File: config.mk
export PLATFORM = sky130hd
export DESIGN_NAME = octdac_command_core
export DESIGN_NICKNAME = d
export VERILOG_FILES = /design/src/octdac_pkg.sv /design/src/octdac_link_if.sv /design/src/octdac_serial_front.sv /design/src/octdac_command_core.sv
export VERILOG_INCLUDE_DIRS = /design/src
export SDC_FILE = /design/constraint.sdc
export NUM_CORES = 1
export LEC_CHECK = 0
export BUFFER_PORTS_ARGS = -buffer_cell sky130_fd_sc_hd__buf_2
export CAP_MARGIN = 0
export CORE_MARGIN = 5
export CORE_UTILIZATION = 50
export CTS_CLUSTER_DIAMETER = 120
export DETAILED_ROUTE_END_ITERATION = 8
export MAX_ROUTING_LAYER = met4
export PLACE_DENSITY = 0.76
export SLEW_MARGIN = 20
export SYNTH_ARGS = -nofsm -noshare
export SYNTH_HDL_FRONTEND = slang
export SYNTH_SLANG_ARGS = --single-unit
File: constraint.sdc
create_clock -name ref_clk_i -period 2.05 [get_ports ref_clk_i]
set_clock_uncertainty 0.1 [all_clocks]
set_input_delay 0.205 -clock ref_clk_i [delete_from_list [all_inputs] [get_ports ref_clk_i]]
set_output_delay 0.205 -clock ref_clk_i [all_outputs]
set_load 0.02 [all_outputs]
File: src/octdac_params.svh
// constants for the octal converter serial command decoder
`ifndef OCTDAC_PARAMS_SVH
`define OCTDAC_PARAMS_SVH

// =====================================================================
// frame layout
// =====================================================================
`define OCTDAC_FRAME_BITS     24
`define OCTDAC_FRAME_TOP      23
`define OCTDAC_CMD_MSB        23
`define OCTDAC_CMD_LSB        20
`define OCTDAC_ADDR_MSB       19
`define OCTDAC_ADDR_LSB       16
`define OCTDAC_DATA_MSB       15
`define OCTDAC_DATA_BITS      16
`define OCTDAC_CHANNELS       8
`define OCTDAC_MASK_MSB       7

// =====================================================================
// field positions inside setup words
// =====================================================================
`define OCTDAC_REF_OFF_BIT    0
`define OCTDAC_GAIN_BIT       2
`define OCTDAC_CHAIN_BIT      0

// =====================================================================
// power-on values
// =====================================================================
`define OCTDAC_RST_CODE       16'h0000
`define OCTDAC_RST_PD         16'h0000
`define OCTDAC_RST_MASK       8'h00
`define OCTDAC_RST_REF_ON     1'b1
`define OCTDAC_RST_GAIN       1'b0
`define OCTDAC_RST_CHAIN      1'b0
`define OCTDAC_RB_FILL        8'h00

`endif

File: src/octdac_pkg.sv
// shared types of the octal converter serial command decoder
package octdac_pkg;

	// =================================================================
	// command codes carried in the top nibble of a frame
	// =================================================================
	typedef enum logic [3:0] {
		OCTDAC_CMD_NOP       = 4'h0,
		OCTDAC_CMD_WR_IN     = 4'h1,
		OCTDAC_CMD_UPDATE    = 4'h2,
		OCTDAC_CMD_WR_UPD    = 4'h3,
		OCTDAC_CMD_POWER     = 4'h4,
		OCTDAC_CMD_LOAD_MASK = 4'h5,
		OCTDAC_CMD_SW_RESET  = 4'h6,
		OCTDAC_CMD_REF_GAIN  = 4'h7,
		OCTDAC_CMD_CHAIN     = 4'h8,
		OCTDAC_CMD_READBACK  = 4'h9,
		OCTDAC_CMD_WR_ALL    = 4'hA,
		OCTDAC_CMD_WRUPD_ALL = 4'hB,
		OCTDAC_CMD_FILLER    = 4'hF
	} octdac_cmd_type;

	// =================================================================
	// serial front end states, gray along idle -> shift -> exec
	// =================================================================
	typedef enum logic [1:0] {
		OCTDAC_FE_IDLE  = 2'b00,
		OCTDAC_FE_SHIFT = 2'b01,
		OCTDAC_FE_EXEC  = 2'b11
	} octdac_fe_state_type;

endpackage

File: src/octdac_link_if.sv
// carrier between the serial front end and the command core
`timescale 1ns/10ps

interface octdac_link_if;
	logic        frame_strobe;   // one cycle: frame closed
	logic [23:0] frame_word;     // shift register at frame close
	logic        frame_idle;     // frame select seen high
	logic        preload_strobe; // one cycle: load readback word
	logic [23:0] preload_word;   // word to shift out next frame

	modport front (
		output frame_strobe,
		output frame_word,
		output frame_idle,
		input  preload_strobe,
		input  preload_word
	);

	modport core (
		input  frame_strobe,
		input  frame_word,
		input  frame_idle,
		output preload_strobe,
		output preload_word
	);
endinterface

File: src/octdac_serial_front.sv
// serial front end: pin synchronisers, shift register, serial output
`timescale 1ns/10ps
`include "octdac_params.svh"

module octdac_serial_front
	import octdac_pkg::*;
(
	input  wire logic      ref_clk_i,
	input  wire logic      rst_i,
	input  wire logic      sclk_i,
	input  wire logic      frame_sel_n_i,
	input  wire logic      serial_data_in_i,
	output logic           serial_data_out_o,
	octdac_link_if.front   link
);

	// =================================================================
	// synchronisers
	// =================================================================
	logic                  sclk_s1_reg;  // first stage
	logic                  sclk_s2_reg;  // second stage
	logic                  sclk_s3_reg;  // edge history
	logic                  sel_s1_reg;   // first stage
	logic                  sel_s2_reg;   // second stage
	logic                  sdi_s1_reg;   // first stage
	logic                  sdi_s2_reg;   // second stage
	logic [23:0]           shift_reg;    // input shift register
	logic                  sdo_reg;      // serial output bit
	logic                  strobe_reg;   // frame close pulse
	octdac_fe_state_type   state_reg;    // front end state
	octdac_fe_state_type   state_next;   // next state
	wire                   sclk_fall;    // falling serial clock
	wire                   sclk_rise;    // rising serial clock

	// two flops on every pin before any logic reads it
	always_ff @(posedge ref_clk_i) begin
		if (rst_i) begin
			{sclk_s1_reg, sclk_s2_reg, sclk_s3_reg} <= 3'h7;
			{sel_s1_reg, sel_s2_reg} <= 2'h3;
			{sdi_s1_reg, sdi_s2_reg} <= 2'h0;
		end else begin
			{sclk_s1_reg, sclk_s2_reg, sclk_s3_reg} <= {sclk_i, sclk_s1_reg, sclk_s2_reg};
			{sel_s1_reg, sel_s2_reg} <= {frame_sel_n_i, sel_s1_reg};
			{sdi_s1_reg, sdi_s2_reg} <= {serial_data_in_i, sdi_s1_reg};
		end
	end

	assign sclk_fall = sclk_s3_reg & ~sclk_s2_reg;
	assign sclk_rise = ~sclk_s3_reg & sclk_s2_reg;

	// =================================================================
	// frame state machine
	// =================================================================
	always_comb begin
		state_next = state_reg;
		case (state_reg)
			OCTDAC_FE_IDLE: begin
				if (!sel_s2_reg) state_next = OCTDAC_FE_SHIFT;
			end
			OCTDAC_FE_SHIFT: begin
				// a frame closes on select rising, short or not
				if (sel_s2_reg) state_next = OCTDAC_FE_EXEC;
			end
			default: begin
				state_next = OCTDAC_FE_IDLE;
			end
		endcase
	end

	// state register and frame close pulse
	always_ff @(posedge ref_clk_i) begin
		if (rst_i) begin
			state_reg  <= OCTDAC_FE_IDLE;
			strobe_reg <= 1'b0;
		end else begin
			state_reg  <= state_next;
			strobe_reg <= (state_reg == OCTDAC_FE_SHIFT) && sel_s2_reg;
		end
	end

	// msb first shift on falling edges, output moves on rising edges
	always_ff @(posedge ref_clk_i) begin
		if (rst_i) begin
			shift_reg <= 24'h000000;
			sdo_reg   <= 1'b0;
		end else if (link.preload_strobe) begin
			shift_reg <= link.preload_word;
			sdo_reg   <= link.preload_word[`OCTDAC_FRAME_TOP];
		end else if (state_reg == OCTDAC_FE_SHIFT && !sel_s2_reg) begin
			if (sclk_fall) begin
				shift_reg <= {shift_reg[`OCTDAC_FRAME_TOP-1:0], sdi_s2_reg};
			end
			if (sclk_rise) begin
				sdo_reg <= shift_reg[`OCTDAC_FRAME_TOP];
			end
		end
	end

	assign link.frame_strobe = strobe_reg;
	assign link.frame_word   = shift_reg;
	assign link.frame_idle   = sel_s2_reg;
	assign serial_data_out_o = sdo_reg;

endmodule

File: src/octdac_command_core.sv
// command decoder and register banks of the octal converter
`timescale 1ns/10ps
`include "octdac_params.svh"

module octdac_command_core
	import octdac_pkg::*;
#(
	parameter int CODE_WIDTH = 16
) (
	input  wire logic                                ref_clk_i,
	input  wire logic                                rst_i,
	input  wire logic                                sclk_i,
	input  wire logic                                frame_sel_n_i,
	input  wire logic                                serial_data_in_i,
	input  wire logic                                load_outputs_n_i,
	input  wire logic                                chip_scale_i,
	output logic                                     serial_data_out_o,
	output logic                                     serial_data_out_oe_o,
	output logic [`OCTDAC_CHANNELS-1:0][CODE_WIDTH-1:0] input_code_o,
	output logic [`OCTDAC_CHANNELS-1:0][CODE_WIDTH-1:0] output_code_o,
	output logic [15:0]                              powerdown_mode_o,
	output logic [7:0]                               load_mask_o,
	output logic                                     ref_enable_o,
	output logic                                     gain_double_o,
	output logic                                     chain_enable_o
);

	// =================================================================
	// elaboration check
	// =================================================================
	generate
		if (CODE_WIDTH != 12 && CODE_WIDTH != 16) begin : g_bad_width
			$error("code width must be 12 or 16");
		end
	endgenerate

	localparam int CH = `OCTDAC_CHANNELS;

	// =================================================================
	// functions
	// =================================================================
	// address to one-hot channel select, empty above channel 7
	function automatic logic [CH-1:0] octdac_onehot(input logic [3:0] addr);
		logic [CH-1:0] sel;
		sel = '0;
		if (addr < 4'(CH)) begin
			sel[addr[2:0]] = 1'b1;
		end
		return sel;
	endfunction

	// left-align a channel code into the 16-bit data word
	function automatic logic [15:0] octdac_align(input logic [CODE_WIDTH-1:0] code);
		logic [15:0] word;
		word = 16'h0000;
		word[`OCTDAC_DATA_MSB -: CODE_WIDTH] = code;
		return word;
	endfunction

	// =================================================================
	// front end
	// =================================================================
	octdac_link_if link ();

	octdac_serial_front u_front (
		.ref_clk_i         (ref_clk_i),
		.rst_i             (rst_i),
		.sclk_i            (sclk_i),
		.frame_sel_n_i     (frame_sel_n_i),
		.serial_data_in_i  (serial_data_in_i),
		.serial_data_out_o (serial_data_out_o),
		.link              (link.front)
	);

	// =================================================================
	// pin synchronisers for load line and package strap
	// =================================================================
	logic ld_s1_reg;  // first stage
	logic ld_s2_reg;  // second stage
	logic ld_s3_reg;  // edge history
	logic cs_s1_reg;  // first stage
	logic cs_s2_reg;  // second stage

	// two flops before any logic reads the pins
	always_ff @(posedge ref_clk_i) begin
		if (rst_i) begin
			{ld_s1_reg, ld_s2_reg, ld_s3_reg} <= 3'h7;
			{cs_s1_reg, cs_s2_reg} <= 2'h0;
		end else begin
			{ld_s1_reg, ld_s2_reg, ld_s3_reg} <= {load_outputs_n_i, ld_s1_reg, ld_s2_reg};
			{cs_s1_reg, cs_s2_reg} <= {chip_scale_i, cs_s1_reg};
		end
	end

	// =================================================================
	// frame decode
	// =================================================================
	wire                  exec;        // frame closed this cycle
	wire [3:0]            cmd_raw;     // command nibble
	wire [3:0]            addr;        // channel address nibble
	wire [15:0]           data;        // data word
	wire [CODE_WIDTH-1:0] code;        // channel code from data
	wire [CH-1:0]         addr_sel;    // addressed channel
	wire                  load_low;    // load line held low
	wire                  load_fall;   // load line falling edge
	octdac_cmd_type       cmd;         // typed command

	assign exec      = link.frame_strobe;
	assign cmd_raw   = link.frame_word[`OCTDAC_CMD_MSB:`OCTDAC_CMD_LSB];
	assign addr      = link.frame_word[`OCTDAC_ADDR_MSB:`OCTDAC_ADDR_LSB];
	assign data      = link.frame_word[`OCTDAC_DATA_MSB:0];
	assign code      = data[`OCTDAC_DATA_MSB -: CODE_WIDTH];
	assign addr_sel  = octdac_onehot(addr);
	assign load_low  = ~ld_s2_reg;
	assign load_fall = ld_s3_reg & ~ld_s2_reg;
	assign cmd       = octdac_cmd_type'(cmd_raw);

	// command hits, all gated by frame close; nop, filler, reserved hit nothing
	wire hit_wr_in  = exec && cmd == OCTDAC_CMD_WR_IN;
	wire hit_update = exec && cmd == OCTDAC_CMD_UPDATE;
	wire hit_wr_upd = exec && cmd == OCTDAC_CMD_WR_UPD;
	wire hit_power  = exec && cmd == OCTDAC_CMD_POWER;
	wire hit_mask   = exec && cmd == OCTDAC_CMD_LOAD_MASK;
	wire hit_reset  = exec && cmd == OCTDAC_CMD_SW_RESET;
	wire hit_ref    = exec && cmd == OCTDAC_CMD_REF_GAIN;
	wire hit_chain  = exec && cmd == OCTDAC_CMD_CHAIN;
	wire hit_rb     = exec && cmd == OCTDAC_CMD_READBACK;
	wire hit_wr_all = exec && cmd == OCTDAC_CMD_WR_ALL;
	wire hit_wu_all = exec && cmd == OCTDAC_CMD_WRUPD_ALL;

	// =================================================================
	// register banks
	// =================================================================
	logic [CH-1:0][CODE_WIDTH-1:0] in_reg;       // input registers
	logic [CH-1:0][CODE_WIDTH-1:0] in_next;      // next input registers
	logic [CH-1:0][CODE_WIDTH-1:0] out_reg;      // output registers
	logic [CH-1:0][CODE_WIDTH-1:0] out_next;     // next output registers
	logic [15:0]                   pd_reg;       // power-down modes
	logic [7:0]                    mask_reg;     // hardware load mask
	logic                          ref_on_reg;   // reference enabled
	logic                          gain_reg;     // output gain of two
	logic                          chain_reg;    // chained operation
	logic                          rb_active_reg;// readback shifting out
	logic                          oe_reg;       // serial output enable
	logic                          pre_reg;      // preload pulse
	logic [23:0]                   pre_word_reg; // preload word
	wire  [CH-1:0]                 wr_in;        // input register write
	wire  [CH-1:0]                 pass;         // write also to output
	wire  [CH-1:0]                 copy;         // input to output copy

	// per-channel write, pass-through and copy terms
	genvar k;
	generate
		for (k = 0; k < CH; k++) begin : g_ch
			assign wr_in[k] = ((hit_wr_in | hit_wr_upd) & addr_sel[k])
				| hit_wr_all | hit_wu_all;
			assign pass[k] = (((hit_wr_in & addr_sel[k]) | hit_wr_all)
				& ((load_low & ~mask_reg[k]) | cs_s2_reg))
				| (hit_wr_upd & addr_sel[k]) | hit_wu_all;
			assign copy[k] = (hit_update & data[k])
				| (load_fall & link.frame_idle & ~mask_reg[k]);
		end
	endgenerate

	// next values of both banks
	always_comb begin
		in_next  = in_reg;
		out_next = out_reg;
		for (int i = 0; i < CH; i++) begin
			if (wr_in[i]) begin
				in_next[i] = code;
			end
			if (pass[i]) begin
				out_next[i] = code;
			end else if (copy[i]) begin
				out_next[i] = in_reg[i];
			end
		end
	end

	// channel banks, cleared by reset or software reset
	always_ff @(posedge ref_clk_i) begin
		if (rst_i || hit_reset) begin
			in_reg  <= {CH{CODE_WIDTH'(`OCTDAC_RST_CODE)}};
			out_reg <= {CH{CODE_WIDTH'(`OCTDAC_RST_CODE)}};
		end else begin
			in_reg  <= in_next;
			out_reg <= out_next;
		end
	end

	// mode and setup registers
	always_ff @(posedge ref_clk_i) begin
		if (rst_i || hit_reset) begin
			pd_reg     <= `OCTDAC_RST_PD;
			mask_reg   <= `OCTDAC_RST_MASK;
			ref_on_reg <= `OCTDAC_RST_REF_ON;
			gain_reg   <= `OCTDAC_RST_GAIN;
			chain_reg  <= `OCTDAC_RST_CHAIN;
		end else begin
			if (hit_power) pd_reg <= data;
			if (hit_mask) mask_reg <= data[`OCTDAC_MASK_MSB:0];
			if (hit_ref) begin
				ref_on_reg <= ~data[`OCTDAC_REF_OFF_BIT];
				gain_reg   <= data[`OCTDAC_GAIN_BIT];
			end
			if (hit_chain) chain_reg <= data[`OCTDAC_CHAIN_BIT];
		end
	end

	// =================================================================
	// readback and serial output enable
	// =================================================================
	wire [CODE_WIDTH-1:0] rb_code = (addr < 4'(CH)) ? in_reg[addr[2:0]] : '0;

	// readback armed by its command, lasts through the next frame
	always_ff @(posedge ref_clk_i) begin
		if (rst_i) begin
			rb_active_reg <= 1'b0;
			pre_reg       <= 1'b0;
			pre_word_reg  <= 24'h000000;
			oe_reg        <= 1'b0;
		end else begin
			pre_reg <= hit_rb;
			if (hit_rb) begin
				pre_word_reg <= {`OCTDAC_RB_FILL, octdac_align(rb_code)};
			end
			if (exec) begin
				rb_active_reg <= hit_rb;
			end
			oe_reg <= chain_reg | rb_active_reg;
		end
	end

	assign link.preload_strobe = pre_reg;
	assign link.preload_word   = pre_word_reg;

	// =================================================================
	// outputs
	// =================================================================
	assign serial_data_out_oe_o = oe_reg;
	assign input_code_o         = in_reg;
	assign output_code_o        = out_reg;
	assign powerdown_mode_o     = pd_reg;
	assign load_mask_o          = mask_reg;
	assign ref_enable_o         = ref_on_reg;
	assign gain_double_o        = gain_reg;
	assign chain_enable_o       = chain_reg;

endmodule

# After elaboration in Yosys (flattened, before gate mapping)
# Index checks and enable logic that the tools add are counted.
# word_totals
output_inout_bits	285
latchBits	0
romBits	0
n_memories	0
mem_bits_rw	0
regBits	342
# op_classes
shifts	0
addsub	0
mul	0
n_bitwise	130
n_mux	31
div	0
magnitude_cmp	3
reduce_logical	31
eq_ne	14
# ops
cell	count
16-bit 2-to-1 mux	18
24-bit 2-to-1 mux	3
1-bit bitwise AND	60
1-bit bitwise OR	58
16-bit binary-select mux with 3-bit select	1
2-bit nonzero test	11
4-bit by 3-bit == test with 1-bit output (second input constant)	4
4-bit == test (second input constant)	4
1-bit logical AND	14
1-bit inverter	12
4-bit by 2-bit == test with 1-bit output (second input constant)	2
8-bit 2-to-1 mux	1
2-bit AND reduction	3
4-bit by 1-bit == test with 1-bit output (second input constant)	1
3-bit by 4-bit less-than comparator with 1-bit output (second input constant)	1
4-bit less-than comparator (second input constant)	1
1-bit 2-to-1 mux	4
2-bit 2-to-1 mux	2
2-bit case mux with 2 select lines	1
1-bit demux with 3-bit select	1
3-bit by 1-bit >= comparator with 1-bit output (second input constant)	1
2-bit by 1-bit == test with 1-bit output (second input constant)	1
2-bit logical NOT	1
2-bit by 1-bit != test with 1-bit output (second input constant)	1
3 further kinds	3

# Depth between registers and ports, before layout
# Gate-level depths: netlist of the first run.
# logic_depth
depth_word	11
mapped_depth	9

# Modules after synthesis
# Synthesis of the first run repeated with hierarchy kept, for this count alone.
# hier_totals
hier_cells	1938
area_unflattened_um2	18295.0
# modules_own_cells
module	seq_area_each_um2	area_per_inst_um2	cells_each	n_inst
octdac_command_core	6145.9	16663.5	1768	1
octdac_serial_front	700.7	1631.6	170	1

# Worst setup path before layout of the first run
# OpenSTA, ideal clock, no wires.
# synth_timing
kind	reg-to-reg
startpoint	register u_front.shift_reg[23], in the netlist u_front.link.frame_word[23]
endpoint	register out_reg, in the netlist output_code_o[109]
slack_ns	-0.013
arrival_time_ns	1.837
path_stages_with_launch	8
setup_ns	0.126
cell_sequence	dfxtp_1 -> buf_2 -> nand4bb_4 -> buf_6 -> o41ai_4 -> o21ai_4 -> buf_6 -> mux2i_1
# synth_via
elab_chain_cells	8
word_cells_on_any_way	23
# synth_rtl
item	line_no	text
start, declared	octdac_serial_front.sv:27	logic [23:0] shift_reg;
start signal, assigned	octdac_serial_front.sv:87	shift_reg <= link.preload_word;
start signal, assigned	octdac_serial_front.sv:91	shift_reg <= {shift_reg[`OCTDAC_FRAME_TOP-1:0], sdi_s2_reg};
4-bit by 1-bit == test with 1-bit output	octdac_command_core.sv:119	wire hit_wr_in = exec && cmd == OCTDAC_CMD_WR_IN;
1-bit logical AND	octdac_command_core.sv:119	
1-bit bitwise AND	octdac_command_core.sv:157	assign pass[k] = (((hit_wr_in & addr_sel[k]) | hit_wr_all)
1-bit bitwise OR	octdac_command_core.sv:157	
1-bit bitwise AND	octdac_command_core.sv:158	& ((load_low & ~mask_reg[k]) | cs_s2_reg))
1-bit bitwise OR (2 in series)	octdac_command_core.sv:159	| (hit_wr_upd & addr_sel[k]) | hit_wu_all;
16-bit 2-to-1 mux / 2-bit nonzero test (equally long branches)	-	
end signal, assigned	octdac_command_core.sv:185	out_reg <= {CH{CODE_WIDTH'(`OCTDAC_RST_CODE)}};
end signal, assigned	octdac_command_core.sv:188	out_reg <= out_next;
end, declared	octdac_command_core.sv:136	logic [CH-1:0][CODE_WIDTH-1:0] out_reg;
# Several ways; a longest one is shown, not always the timed one.
# A chain may end at the register's enable or synchronous reset.

# Worst setup path in the final report of the first run
# layout_timing
startpoint	register u_front.shift_reg[23], in the netlist u_front.link.frame_word[23]
endpoint	register out_reg, in the netlist output_code_o[11]
# The elaborated chain is that of the path after synthesis.

==> summary.md, run 1 <==
Among all flip-flop cells after synthesis, the most frequent one is sky130_fd_sc_hd__dfxtp_1. After synthesis the cells add up to 15500 sq um. VDD sags by at most 0.447 mV.

The run gives 0 as the number of maximum-capacitance violations. The max-slew violation total from the final report came out at 0. The commonest cells after synthesis are 342 x sky130_fd_sc_hd__dfxtp_1, 309 x sky130_fd_sc_hd__nand2_1, 179 x sky130_fd_sc_hd__mux2i_1. Summed over its instances, the top area cell type makes up 44.1% of the synthesized netlist area. The most common cell in the netlist is sky130_fd_sc_hd__dfxtp_1. By instance count, the cell type seen most on the critical path is sky130_fd_sc_hd__buf_12.

The filler-free cell count of the finished design is 2363. The logs give 8090 sq um for the area of the multi-input gates and 0.52 ns for the insertion delay to the later sink of the worst-skew pair. For this design the ratio of total power to cell area is 727 nW/um^2. TritonCTS built the clock tree. In the routed design, unresolved DRC markers number 0. After Yosys synthesis, full adders, half adders and majority gates account for 0% of the synthesized area. Setup violations remaining at the end of the flow were counted as 0.

The synthesized netlist devotes 12.1% of its cell area to simple gates. The largest total area in the synthesized netlist belongs to sky130_fd_sc_hd__dfxtp_1. The via count normalized by instance count works out to 6.38. The post-synthesis share of cell area spent on xor and xnor gates came out at 0%. By area the synthesized netlist is led by sky130_fd_sc_hd__dfxtp_1 44%, sky130_fd_sc_hd__mux2i_1 12%, sky130_fd_sc_hd__nand2_1 7.5%. STA puts the critical path data required time at 2.39 ns. The area overhead of the layout relative to synthesis works out to 27.0%. For the total iterations of the first detailed-routing run, the log shows 6. The power after layout came out at 14.3 mW. Transition time at the pin with the least slew margin: 0.715 ns. The critical path in this run is classified as reg -> reg.

After synthesis, the share of flip-flops with an asynchronous set or reset is 0%. For this run, the number of Yosys warnings is 0. The die covers 34600 sq um. The kind of cell with the highest combined delay along the critical path is buffers and inverters. The global-route wire length before repair was 86.8 mm; the post-synthesis average cell area was 9.54 sq um. After filler insertion, the fill cell instance count of the layout stands at 2378.

Total global routing track utilization: 33.2%. The worst setup path is captured at a flip-flop. By area, the combinational part of the netlist is dominated by compound AO/OA/AOI/OAI gates. The fraction of layout instances using a drive strength above 1 is 30.0%, and the synthesized-area fraction occupied by ao, oa, aoi and oai cells is 22.7%. The die width is 186 microns, and the leakage power summed over all cells is 9.62 nW.

Setup repair after global routing could not meet its margin everywhere. The via total after detailed routing was 15100; the antenna violation net count after detailed routing was 0. 292 I/O pins were placed. The floorplan step defined a core boundary enclosing 30600 sq um.

Static timing analysis puts the maximum clock frequency at 498 MHz. The count of flip-flops with a built-in enable after synthesis is 0, and the share of the clock period used by the worst path is 98.0%. The worst setup path is launched from a flip-flop.

The total overflow left after global routing is 0. The worst hold-check slack came out at 0.0911 ns. Traced cell by cell, the critical path runs through buf_4 -> nand4b_1 -> o21ba_4 -> buf_12 -> buf_12 -> o211ai_1 -> mux2i_1. For the via count of the first global-routing pass, the log shows 14600. Along the worst path, the maximum fanout reaches 41. Measured along the y axis, the die boundary spans 186 microns. On the worst path, the slowest cell contributes a delay of 0.40 ns. For the total detailed-routing wirelength, the log shows 58.6 mm. The clock transition at the registers of the reported paths is 0.06 ns. The smallest clock period supported by the final layout is computed as 2.01 ns. Together, buffers and inverters on the worst path number 3.

CTS buffer count: 36. For the maximum number of buffers from clock root to sink, the log shows 3. The cell count after synthesis came out at 1626.

Clock tree synthesis found a total of 342 sinks. Measured against the total synthesized area, the mux share comes to 16.2%. The register bit total from synthesis was 342. The run finished with clean final reports. For the final weighted congestion in routability-driven placement, the log shows 0.960. After floorplanning, the core was divided into 64 placement rows. The footprint of the flip-flops and latches is 6860 sq um.

The path type of the worst min-delay path was in -> reg. The run gives 1611 as the count of routing violations after the opening detailed-route iteration. Number of nets in the layout: 1951. The logs give 50.7% for the starting density of the core and 2.35 ns for the data arrival at the endpoint of the critical path. The detailed placer's ending HPWL is 41.8 mm, and the number of failing hold endpoints at the final stage is 0. Number of nets in the synthesized netlist: 1633.

The count of buffers added on input and output ports is 291. Measured on the finished design, the core utilization comes to 64.4%. The antenna diode instance count is 0.

The run gives 84 as the pin count of the biggest net entering global routing. Among all stages on the critical path, the largest delay is contributed by sky130_fd_sc_hd__dfxtp_2. The number of unique standard cell types used by synthesis came out at 49.

The logs give 44.1% for the proportion of synthesized chip area in sequential cells and 2292 for the cell count after placement. The detail-routed net length per standard cell works out to 24.8 microns. Root buffer cell: sky130_fd_sc_hd__clkbuf_16.

The run gives 0 as the number of antenna violations at the first check in global routing. In this run the tightest slew margin relative to its limit is 52.1%. The tools report the number of H-tree levels as 2.
[layout by cell type (no fill, tap or decap), types with 2 or more instances in the layout]
master and n:
sky130_fd_sc_hd__dfxtp_1 335, sky130_fd_sc_hd__nand2_1 308, sky130_fd_sc_hd__buf_2 291, sky130_fd_sc_hd__mux2i_1 179
sky130_fd_sc_hd__a21oi_1 153, sky130_fd_sc_hd__a211o_1 128, sky130_fd_sc_hd__o211ai_1 128, sky130_fd_sc_hd__buf_4 122
sky130_fd_sc_hd__nor2_1 45, sky130_fd_sc_hd__clkbuf_16 38, sky130_fd_sc_hd__mux4_2 32, sky130_fd_sc_hd__buf_12 28
sky130_fd_sc_hd__a211oi_1 17, sky130_fd_sc_hd__o2bb2ai_1 16, sky130_fd_sc_hd__or2_2 10, sky130_fd_sc_hd__clkbuf_1 9
sky130_fd_sc_hd__nor2b_1 8, sky130_fd_sc_hd__nor4bb_4 7, sky130_fd_sc_hd__buf_6 7, sky130_fd_sc_hd__a31oi_1 6
sky130_fd_sc_hd__nand2b_1 6, sky130_fd_sc_hd__and3b_1 5, sky130_fd_sc_hd__o41ai_4 5, sky130_fd_sc_hd__clkinv_2 5
sky130_fd_sc_hd__clkbuf_8 5, sky130_fd_sc_hd__dlygate4sd3_1 5, sky130_fd_sc_hd__dfxtp_2 5, sky130_fd_sc_hd__o31ai_4 4
sky130_fd_sc_hd__nor3_1 4, sky130_fd_sc_hd__nand3b_1 3, sky130_fd_sc_hd__inv_1 3, sky130_fd_sc_hd__a31o_2 3
sky130_fd_sc_hd__and2_2 3, sky130_fd_sc_hd__o221ai_1 3, sky130_fd_sc_hd__nor4_1 3, sky130_fd_sc_hd__o21ai_2 2
sky130_fd_sc_hd__nor4b_1 2, sky130_fd_sc_hd__nand4b_1 2, sky130_fd_sc_hd__bufinv_16 2, sky130_fd_sc_hd__dfxtp_4 2
[logic make-up (layout without fill, tap and decap cells)]
group | Yosys count | count (layout)
flops | 342 | 342
buf+inv | 177 | 518
compound gates | 473 | 473
mux | 211 | 211
simple gates | 423 | 423
[final cells by class]
class | count | share of cell area (%)
multi-input cells | 1107 | 41.1
flip-flops and latches | 342 | 34.8
repair buffers | 454 | 15.6
clock buffers | 52 | 5.35
well taps | 396 | 2.52
clock inverters | 9 | 0.553
inverters | 3 | 0.0572
[final timing paths]
check                           cells past startpoint  slack, ns                                      from                                 end
worst max-delay path                                7       0.04  u_front.link.frame_word[23]$_SDFFE_PP0P_      output_code_o[11]$_SDFFE_PP0P_
worst min-delay path                                3       0.09                                     rst_i          gain_double_o$_SDFFE_PP0P_
worst max register to register                      7       0.04  u_front.link.frame_word[23]$_SDFFE_PP0P_      output_code_o[11]$_SDFFE_PP0P_
worst min register to register                      1       0.32             u_front.sel_s1_reg$_SDFF_PP1_  u_front.link.frame_idle$_SDFF_PP1_
[per-layer routing]
metal	wire length (microns)	track usage, %
met3	6670	6.75
met1	22200	42.2
met2	27400	52.2
met5	0	-
met4	2320	13.1
[metrics by stage]
step	TNS, ns	setup WS [ns]	instance area (sq um)
final	0	0.0406	19700
after floorplan	0	0.0181	15500
after global routing	-0.0223	-0.0119	19700
after CTS	0	0.0239	19600
after global placement	0	0.00593	18300
after detailed placement	-5.14	-0.118	18300
[timing repair]
item / CTS / global route
hold endpoints to repair: 5 / 0
pin swaps: 1 / 1
setup buffers: 3 / 2
gates resized for setup: 14 / 16
gates cloned: 0 / 0
hold buffers: 5 / 0
setup endpoints to repair: 152 / 92
[worst register-to-register path, stage by stage, from the launching register on]
cell,delay [ns]
sky130_fd_sc_hd__dfxtp_2,0.40
sky130_fd_sc_hd__buf_4,0.19
sky130_fd_sc_hd__nand4b_1,0.19
sky130_fd_sc_hd__o21ba_4,0.31
sky130_fd_sc_hd__buf_12,0.18
sky130_fd_sc_hd__buf_12,0.22
sky130_fd_sc_hd__o211ai_1,0.17
sky130_fd_sc_hd__mux2i_1,0.18
[power breakdown]
group	internal, mW	total (mW)	switching [mW]
registers	6.78	6.86	0.0822
clock network	3.82	6.50	2.68
logic	0.394	0.954	0.560
total	11.0	14.3	3.32
(Power assumes the default switching activity.)
==> inputs of run 2 (changes only) <==
ABC_AREA = 1   (was unset)
CORE_ASPECT_RATIO = 0.75   (was unset)
CORE_UTILIZATION = 51   (was 50)
PLACE_DENSITY = 0.77   (was 0.76)
==> run 2 against run 1 <==
Against the previous run:
- non-clock buffer count down 32
- sequential power hardly changed
- critical path depth unchanged
- clock-buffer cell count increased by 7
- routed wire length rose by 7.5%
- first-iteration DRC count increased by 40%
- die area up 4.5%
- clock power up 8.3%
- synthesized area up 6.7%
- global-route usage is 1.2 points higher
==> summary.md, run 2 <==
The run finished with clean final reports. The logs give 18800 sq um (was 18300 sq um) for the post-place instance area and 2.32 ns (was 2.35 ns) for the data arrival at the endpoint of the critical path. The internal power came out at 11.4 mW (was 11.0 mW). Setup repair after global routing left no endpoint under its margin. The tools report the number of unique standard cell types used by synthesis as 25 (was 49). Top library cells by usage in the layout, fill and taps aside: 605 x sky130_fd_sc_hd__nand2_1, 337 x sky130_fd_sc_hd__dfxtp_1, 291 x sky130_fd_sc_hd__buf_2 (was 335 x sky130_fd_sc_hd__dfxtp_1, 308 x sky130_fd_sc_hd__nand2_1, 291 x sky130_fd_sc_hd__buf_2).

The worst-case reg-to-reg path depth is 7 (unchanged). The critical path startpoint category was a flip-flop (unchanged). The run gives 2 (unchanged) as the number of H-tree levels. The share of synthesized cell area in full adder, half adder and majority cells works out to 0% (unchanged).

The switching power share of the total was 24.1% (was 23.2%). The tools report the worst hold-check slack as 0.0575 ns (was 0.0911 ns). The proportion of synthesized chip area in sequential cells was 41.4% (was 44.1%); the number of antenna violations at the first check in global routing was 1 (was 0).

The switching power total is 3.60 mW (was 3.32 mW). The logs give 57.9% (was 52.1%) for the worst-case headroom to the max-slew limit and 34.4% (was 33.2%) for the total global routing track utilization. The maximum vdd ir drop was 0.475 mV (was 0.447 mV). The async set-or-reset flop fraction in the synthesized netlist was 0% (unchanged); the count of flip-flops with a built-in enable after synthesis was 0 (unchanged). Placement row count: 57 (was 64). The antenna violation net count after detailed routing was 0 (unchanged).

The primary flip-flop cell chosen by synthesis mapping was sky130_fd_sc_hd__dfxtp_1 (unchanged). The run gives 0 (unchanged) as the number of failing hold endpoints at the final stage. Share of total power in combinational logic: 7.0% (was 6.7%). The power per unit of standard cell area was 740 nW/um^2 (was 727 nW/um^2); the max-slew violation total from the final report was 0 (unchanged). The tools report the area enclosed by the die boundary as 36200 sq um (was 34600 sq um).

The run gives 2544 (was 1633) as the number of nets in the synthesized netlist. The path type of the worst min-delay path was in -> reg (unchanged). The total setup violations reported at the end of the flow is 0 (unchanged).

For the via count of the first global-routing pass, the log shows 16300 (was 14600). The synthesized-area fraction occupied by ao, oa, aoi and oai cells was 14.7% (was 22.7%); the starting density of the core was 51.3% (was 50.7%). The number of stages on the worst hold path works out to 3 (unchanged). Most numerous cell types in the synthesized netlist: 605 x sky130_fd_sc_hd__nand2_1, 342 x sky130_fd_sc_hd__dfxtp_1, 290 x sky130_fd_sc_hd__nor2_1 (was 342 x sky130_fd_sc_hd__dfxtp_1, 309 x sky130_fd_sc_hd__nand2_1, 179 x sky130_fd_sc_hd__mux2i_1).

The dominant combinational cell family by area after synthesis is simple AND/OR/NAND/NOR gates (was compound AO/OA/AOI/OAI gates). The die width is 218 microns (was 186 microns). For the insertion delay to the later sink of the worst-skew pair, the log shows 0.55 ns (was 0.52 ns).

The number of maximum-capacitance violations came out at 0 (unchanged). The number of nets in the layout came out at 2823 (was 1951). Critical path's slowest cell: sky130_fd_sc_hd__clkbuf_16 (was sky130_fd_sc_hd__dfxtp_2). Transition time at the pin with the least slew margin: 0.631 ns (was 0.715 ns). The vertical extent of the die works out to 166 microns (was 186 microns). The fraction of layout instances using a drive strength above 1 was 19.5% (was 30.0%); the post-synthesis average cell area was 6.52 sq um (was 9.54 sq um). The data required time at the worst endpoint came out at 2.41 ns (was 2.39 ns). The tools report the final routed DRC violation total as 0 (unchanged).

For the post-layout instance area, the log shows 20200 sq um (was 19700 sq um). For the total iterations of the first detailed-routing run, the log shows 9 (was 6). Root buffer cell: sky130_fd_sc_hd__clkbuf_16 (unchanged). The cell count after placement is 3210 (was 2292). The share of the clock period used by the worst path works out to 95.8% (was 98.0%).

The mux share of post-synthesis cell area works out to 0% (was 16.2%). The minimum clock period was 1.96 ns (was 2.01 ns); the via total after detailed routing was 17900 (was 15100). The logs give 47.1% (was 45.4%) for the clock network fraction of total power and 63.0 mm (was 58.6 mm) for the total detailed-routing wirelength. The number of buffers added on ports is 291 (unchanged). Dominant cells by area after synthesis: sky130_fd_sc_hd__dfxtp_1 41%, sky130_fd_sc_hd__nand2_1 14%, sky130_fd_sc_hd__nand3_1 8.4% (was sky130_fd_sc_hd__dfxtp_1 44%, sky130_fd_sc_hd__mux2i_1 12%, sky130_fd_sc_hd__nand2_1 7.5%). Filler-free cell count of the finished design: 3286 (was 2363).

The global-route wire length before repair is 96.2 mm (was 86.8 mm), and the register bit total from synthesis is 342 (unchanged). The element type at the critical path end was a flip-flop (unchanged). The logs give 0 ns (unchanged) for the final setup TNS and 10.1 nW (was 9.62 nW) for the leakage power summed over all cells. The cell count after synthesis came out at 2537 (was 1626). Most common library cell in the layout ignoring fill and taps: sky130_fd_sc_hd__nand2_1 (was sky130_fd_sc_hd__dfxtp_1). TritonCTS built the clock tree. Top cell type by total area after synthesis: sky130_fd_sc_hd__dfxtp_1 (unchanged). For the boundary pin count, the log shows 292 (unchanged). The logs give 0 (unchanged) for the total overflow reported by the global router and 143 (was 84) for the pin count of the biggest net entering global routing.

The CTS buffer count was 37 (was 36). The count of routing violations after the opening detailed-route iteration is 2259 (was 1611). For the count of synthesis-stage warnings from yosys, the log shows 0 (unchanged). The area of the mapped netlist is 16600 sq um (was 15500 sq um), and the power after layout is 14.9 mW (was 14.3 mW). The largest stage delay on the critical path is 0.38 ns (was 0.40 ns), and the maximum number of buffers from clock root to sink is 3 (unchanged). Portion of synthesized cell area occupied by the leading cell type: 41.4% (was 44.1%). Series of cell instances along the critical path: nand2_1 -> nor2_4 -> buf_4 -> a21oi_4 -> clkbuf_16 -> o21ai_0 -> a21oi_1 (was buf_4 -> nand4b_1 -> o21ba_4 -> buf_12 -> buf_12 -> o211ai_1 -> mux2i_1). The post-synthesis share of cell area spent on xor and xnor gates came out at 0% (unchanged). The tools report the core area as 32200 sq um (was 30600 sq um).

The critical path start-end classification was reg -> reg (unchanged). The total of fill cells in the finished design was 3065 (was 2378); the final weighted congestion in routability-driven placement was 1.02 (was 0.960). The fmax was 509 MHz (was 498 MHz); the via count normalized by instance count was 5.46 (was 6.38). The area share of and/or/nand/nor cells after synthesis came out at 31.6% (was 12.1%). Clock transition at the registers of the reported paths: 0.07 ns (was 0.06 ns). The detail-routed net length per standard cell was 19.2 microns (was 24.8 microns); the area overhead of the layout relative to synthesis was 22.0% (was 27.0%). The run gives 342 (unchanged) as the clock sink count.

The tools report the sequential share of power as 45.8% (was 47.9%). The most common cell in the netlist was sky130_fd_sc_hd__nand2_1 (was sky130_fd_sc_hd__dfxtp_1). The detailed placer's ending HPWL is 44.6 mm (was 41.8 mm).

The highest net fanout along the worst path was 132 (was 41).
run 2: cell types whose count changed after synthesis, moves of 37 or more:
cell / previous run / this run
sky130_fd_sc_hd__a211o_1: 128 / 0
sky130_fd_sc_hd__a21oi_1: 154 / 240
sky130_fd_sc_hd__nor2_1: 45 / 290
sky130_fd_sc_hd__inv_1: 3 / 282
sky130_fd_sc_hd__clkbuf_1: 114 / 77
sky130_fd_sc_hd__mux2i_1: 179 / 0
sky130_fd_sc_hd__nand3_1: 0 / 278
sky130_fd_sc_hd__o21ai_0: 1 / 216
sky130_fd_sc_hd__nand2_1: 309 / 605
sky130_fd_sc_hd__o211ai_1: 128 / 15
run 2: logic make-up after synthesis:
logic type	Yosys count
AND/OR/NAND/NOR	1237
flip-flops	342
buffers and inverters	480
AO/OA/AOI/OAI	478
run 2: final timing paths:
kind,slack [ns],endpoint,start
worst max-delay path,0.09,input_code_o[6]$_SDFFE_PP0P_,u_front.link.frame_strobe$_SDFF_PP0_
worst min-delay path,0.06,link.preload_word[3]$_SDFFE_PP0P_,rst_i
worst max register to register,0.09,input_code_o[6]$_SDFFE_PP0P_,u_front.link.frame_strobe$_SDFF_PP0_
worst min register to register,0.31,u_front.sclk_s2_reg$_SDFF_PP1_,u_front.sclk_s1_reg$_SDFF_PP1_
run 2: worst max-delay path, delay by kind of cell, from the launching register on:
kind | cells | cell delay, ns
AOI/OAI and AO/OA | 3 | 0.53
DFF | 1 | 0.36
buffers and inverters | 2 | 0.53
and+or+nand+nor | 2 | 0.17
run 2: cell type report:
type	instances	area [sq um]	share of cell area, %
Sequential cell	342	6850	34.0
Tap cell	442	553	2.74
Inverter	298	1120	5.54
Antenna cell	1	2.50	0.0124
Clock inverter	7	95.1	0.471
Timing Repair Buffer	422	2710	13.4
Clock buffer	59	1180	5.85
Multi-Input combinational cell	1715	7670	38.0
run 2: per-layer routing:
metal	wire, microns	GRT usage (%)	up-vias
met5	0	-	-
met4	2220	10.9	0
met3	8070	8.93	154
li1	-	-	8562
met1	26800	49.0	8227
met2	25900	47.8	1001
run 2: per-stage QoR:
stage,worst slack (ns),util [%]
finish,0.0871,62.6
CTS,0.0784,62.5
floorplan,0.375,-
detailed placement,0.100,58.3
global route,0.00370,62.6
global placement,0.183,58.3
run 2: timing repair:
item / CTS / global route
endpoints found under the setup margin: 0 / 166
hold buffers: 7 / 0
gates resized for setup: 0 / 11
setup buffers: 0 / 2
endpoints found under the hold margin: 5 / 0
run 2: power by group through the flow:
stage                     sequential, mW  combinational [mW]  clock, mW
after global routing                6.86                1.16       7.39
final                               6.85                1.05       7.04
after CTS                           6.85                1.04       7.10
after global placement              6.99                1.01          0
after detailed placement            7.00                1.03          0
after floorplan                     7.13               0.577          0
==> inputs of run 3 (changes only) <==
CORE_UTILIZATION = 53   (was 51)
CTS_BUF_LIST = sky130_fd_sc_hd__clkbuf_8   (was unset)
PLACE_DENSITY = 0.79   (was 0.77)
RECOVER_POWER = 100   (was unset)
==> run 3 against run 2 <==
Against the previous run:
- design area decreased by 2.6%
- core utilization increased by 0.71 points
- via count increased by 1.3%
- sequential share of layout area increased by 0.90 points
- die area decreased by 3.6%
- cell count decreased by 0.15%
- clock power decreased by 14%
- critical endpoint is now input_code_o[111]$_SDFFE_PP0P_
- largest power group is now sequential cells
==> summary.md, run 3 (synthesized netlist as in run 2, its figures left out) <==
Number of nets in the layout: 2839 (was 2823). The element type at the critical path end is a flip-flop (unchanged). The number of maximum-capacitance violations was 0 (unchanged); the largest stage delay on the critical path was 0.45 ns (was 0.38 ns). The flow ran to the end, and the final reports show no timing, DRC or antenna violations. The tools report the boundary pin count as 292 (unchanged). The fraction of layout instances using a drive strength above 1 was 10.1% (was 19.5%); the fmax was 507 MHz (was 509 MHz). The max-slew violation total from the final report is 0 (unchanged), and the leakage power summed over all cells is 8.83 nW (was 10.1 nW).

The path type of the worst min-delay path is in -> reg (unchanged). For the total global routing track utilization, the log shows 34.9% (was 34.4%). For the count of routing violations after the opening detailed-route iteration, the log shows 2962 (was 2259). The power after layout was 13.9 mW (was 14.9 mW). The area enclosed by the die boundary is 34900 sq um (was 36200 sq um). The final setup TNS was 0 ns (unchanged). The tools report the final routed DRC violation total as 0 (unchanged).

The starting density of the core is 53.3% (was 51.3%), and the total overflow reported by the global router is 0 (unchanged). Most common library cell in the layout ignoring fill and taps: sky130_fd_sc_hd__nand2_1 (unchanged). The vertical extent of the die came out at 163 microns (was 166 microns). The logs give 56 (was 57) for the placement row count and 94.0 mm (was 96.2 mm) for the global-route wire length before repair. The clock transition at the registers of the reported paths was 0.07 ns (about the same). The final design utilization was 63.3% (was 62.6%). The logs give 54 (was 37) for the CTS buffer count and 63.0 mm (about the same) for the total detailed-routing wirelength.

The detail-routed net length per standard cell was 19.2 microns (about the same). The area overhead of the layout relative to synthesis came out at 18.8% (was 22.0%). The critical path start-end classification is reg -> reg (unchanged). Minimum clock period: 1.97 ns (was 1.96 ns). The number of antenna violations at the first check in global routing was 1 (unchanged). Top library cells by usage in the layout, fill and taps aside: 604 x sky130_fd_sc_hd__nand2_1, 339 x sky130_fd_sc_hd__dfxtp_1, 297 x sky130_fd_sc_hd__inv_1 (was 605 x sky130_fd_sc_hd__nand2_1, 337 x sky130_fd_sc_hd__dfxtp_1, 291 x sky130_fd_sc_hd__buf_2).

The tools report the via count of the first global-routing pass as 16300 (about the same). The run gives 0 (unchanged) as the antenna violation net count after detailed routing. The tools report the number of failing hold endpoints at the final stage as 0 (unchanged). The tools report the root buffer cell as sky130_fd_sc_hd__clkbuf_8 (was sky130_fd_sc_hd__clkbuf_16). The run gives 0.110 ns (was 0.100 ns) as the pre-CTS setup slack. The via count normalized by instance count is 5.54 (was 5.46), and the number of H-tree levels is 2 (unchanged). For the total of fill cells in the finished design, the log shows 3015 (was 3065). Series of cell instances along the critical path: inv_2 -> nand2_1 -> inv_1 -> a21oi_4 -> clkbuf_1 -> clkinvlp_4 -> clkbuf_2 -> a21oi_1 (was nand2_1 -> nor2_4 -> buf_4 -> a21oi_4 -> clkbuf_16 -> o21ai_0 -> a21oi_1). The data required time at the worst endpoint is 2.49 ns (was 2.41 ns), and the maximum vdd ir drop is 0.470 mV (was 0.475 mV). The power per unit of standard cell area was 709 nW/um^2 (was 740 nW/um^2); the maximum number of buffers from clock root to sink was 3 (unchanged). Total iterations of the first detailed-routing run: 7 (was 9). For the core area, the log shows 31000 sq um (was 32200 sq um).

The total setup violations reported at the end of the flow came out at 0 (unchanged). The logs give 0.112 ns (was 0.0575 ns) for the worst hold-check slack and 1.03 (was 1.02) for the final weighted congestion in routability-driven placement. The share of the clock period used by the worst path is 96.3% (was 95.8%). The critical path's slowest cell was sky130_fd_sc_hd__dfxtp_1 (was sky130_fd_sc_hd__clkbuf_16). For the pin count of the biggest net entering global routing, the log shows 131 (was 143).

The run gives 43.8 mm (was 44.6 mm) as the detailed placer's ending HPWL. The highest net fanout along the worst path works out to 6 (was 132). Die width: 214 microns (was 218 microns). The number of buffers added on ports works out to 291 (unchanged). The transition time at the pin with the least slew margin is 0.707 ns (was 0.631 ns), and the final worst slack is 0.0765 ns (was 0.0871 ns).

The via total after detailed routing is 18200 (was 17900). The tools report the insertion delay to the later sink of the worst-skew pair as 0.61 ns (was 0.55 ns). Setup repair after global routing left no endpoint under its margin.

The critical path startpoint category is a flip-flop (unchanged). For the worst-case headroom to the max-slew limit, the log shows 52.8% (was 57.9%). TritonCTS built the clock tree.

The clock sink count came out at 342 (unchanged). The data arrival at the endpoint of the critical path is 2.41 ns (was 2.32 ns).
run 3: cell types whose count changed in the layout (fill, tap and decap cells not counted), sizes merged:
cell / delta
clkbuf: +306
buf: -293
inv: +12
clkinv: +7
clkinvlp: +2
dlygate4sd3: -2
bufinv: -1
run 3: repair_timing:
action | in CTS | in global routing
setup endpoints to repair | 0 | 180
endpoints found under the hold margin | 5 | 0
setup buffers | 0 | 4
hold buffers | 5 | 0
resized for setup | 0 | 14
run 3: final timing paths:
check	from	to	slack [ns]	cells after the start
setup / recovery	u_front.link.frame_word[23]$_SDFFE_PP0P_	input_code_o[111]$_SDFFE_PP0P_	0.08	8
hold / removal	rst_i	cs_s1_reg$_SDFF_PP0_	0.11	3
setup reg to reg	u_front.link.frame_word[23]$_SDFFE_PP0P_	input_code_o[111]$_SDFFE_PP0P_	0.08	8
hold reg to reg	u_front.sdi_s1_reg$_SDFF_PP0_	u_front.sdi_s2_reg$_SDFF_PP0_	0.31	2
run 3: final cells by class:
| class | instances | area (sq um) | share of cell area [%] |
|---|---|---|---|
| Multi-Input combinational cell | 1715 | 7670 | 39.0 |
| Sequential cell | 342 | 6850 | 34.9 |
| Timing Repair Buffer | 421 | 2370 | 12.1 |
| Inverter | 298 | 1120 | 5.71 |
| Clock buffer | 71 | 977 | 4.97 |
| Tap cell | 406 | 508 | 2.58 |
| Clock inverter | 27 | 149 | 0.758 |
| Antenna cell | 1 | 2.50 | 0.0127 |
run 3: critical path: cells and delay by family (launching register included):
family          cells  cell delay (ns)
compound gates      2             0.31
simple gates        1             0.09
flops               1             0.45
buf+inv             5             0.95
run 3: power by group:
part	switching [mW]	leakage [nW]	internal [mW]
combinational	0.701	5.42	0.334
sequential	0.0761	2.77	6.78
clock	2.82	0.643	3.22
run 3: per-stage QoR:
stage / instance area (sq um) / std cells
final: 19700 / 3281
after global routing: 19700 / 3281
after CTS: 19900 / 3274
after detailed placement: 18800 / 3171
after global placement: 18800 / 3171
after floorplan: 16600 / 2537
run 3: layer usage:
| metal | global-route usage (%) | wire length [microns] | up-vias |
|---|---|---|---|
| met2 | 49.1 | 25800 | 1218 |
| met5 | - | 0 | - |
| met3 | 9.26 | 9070 | 169 |
| met1 | 49.2 | 26000 | 8182 |
| met4 | 11.1 | 2190 | 0 |
| li1 | - | - | 8600 |
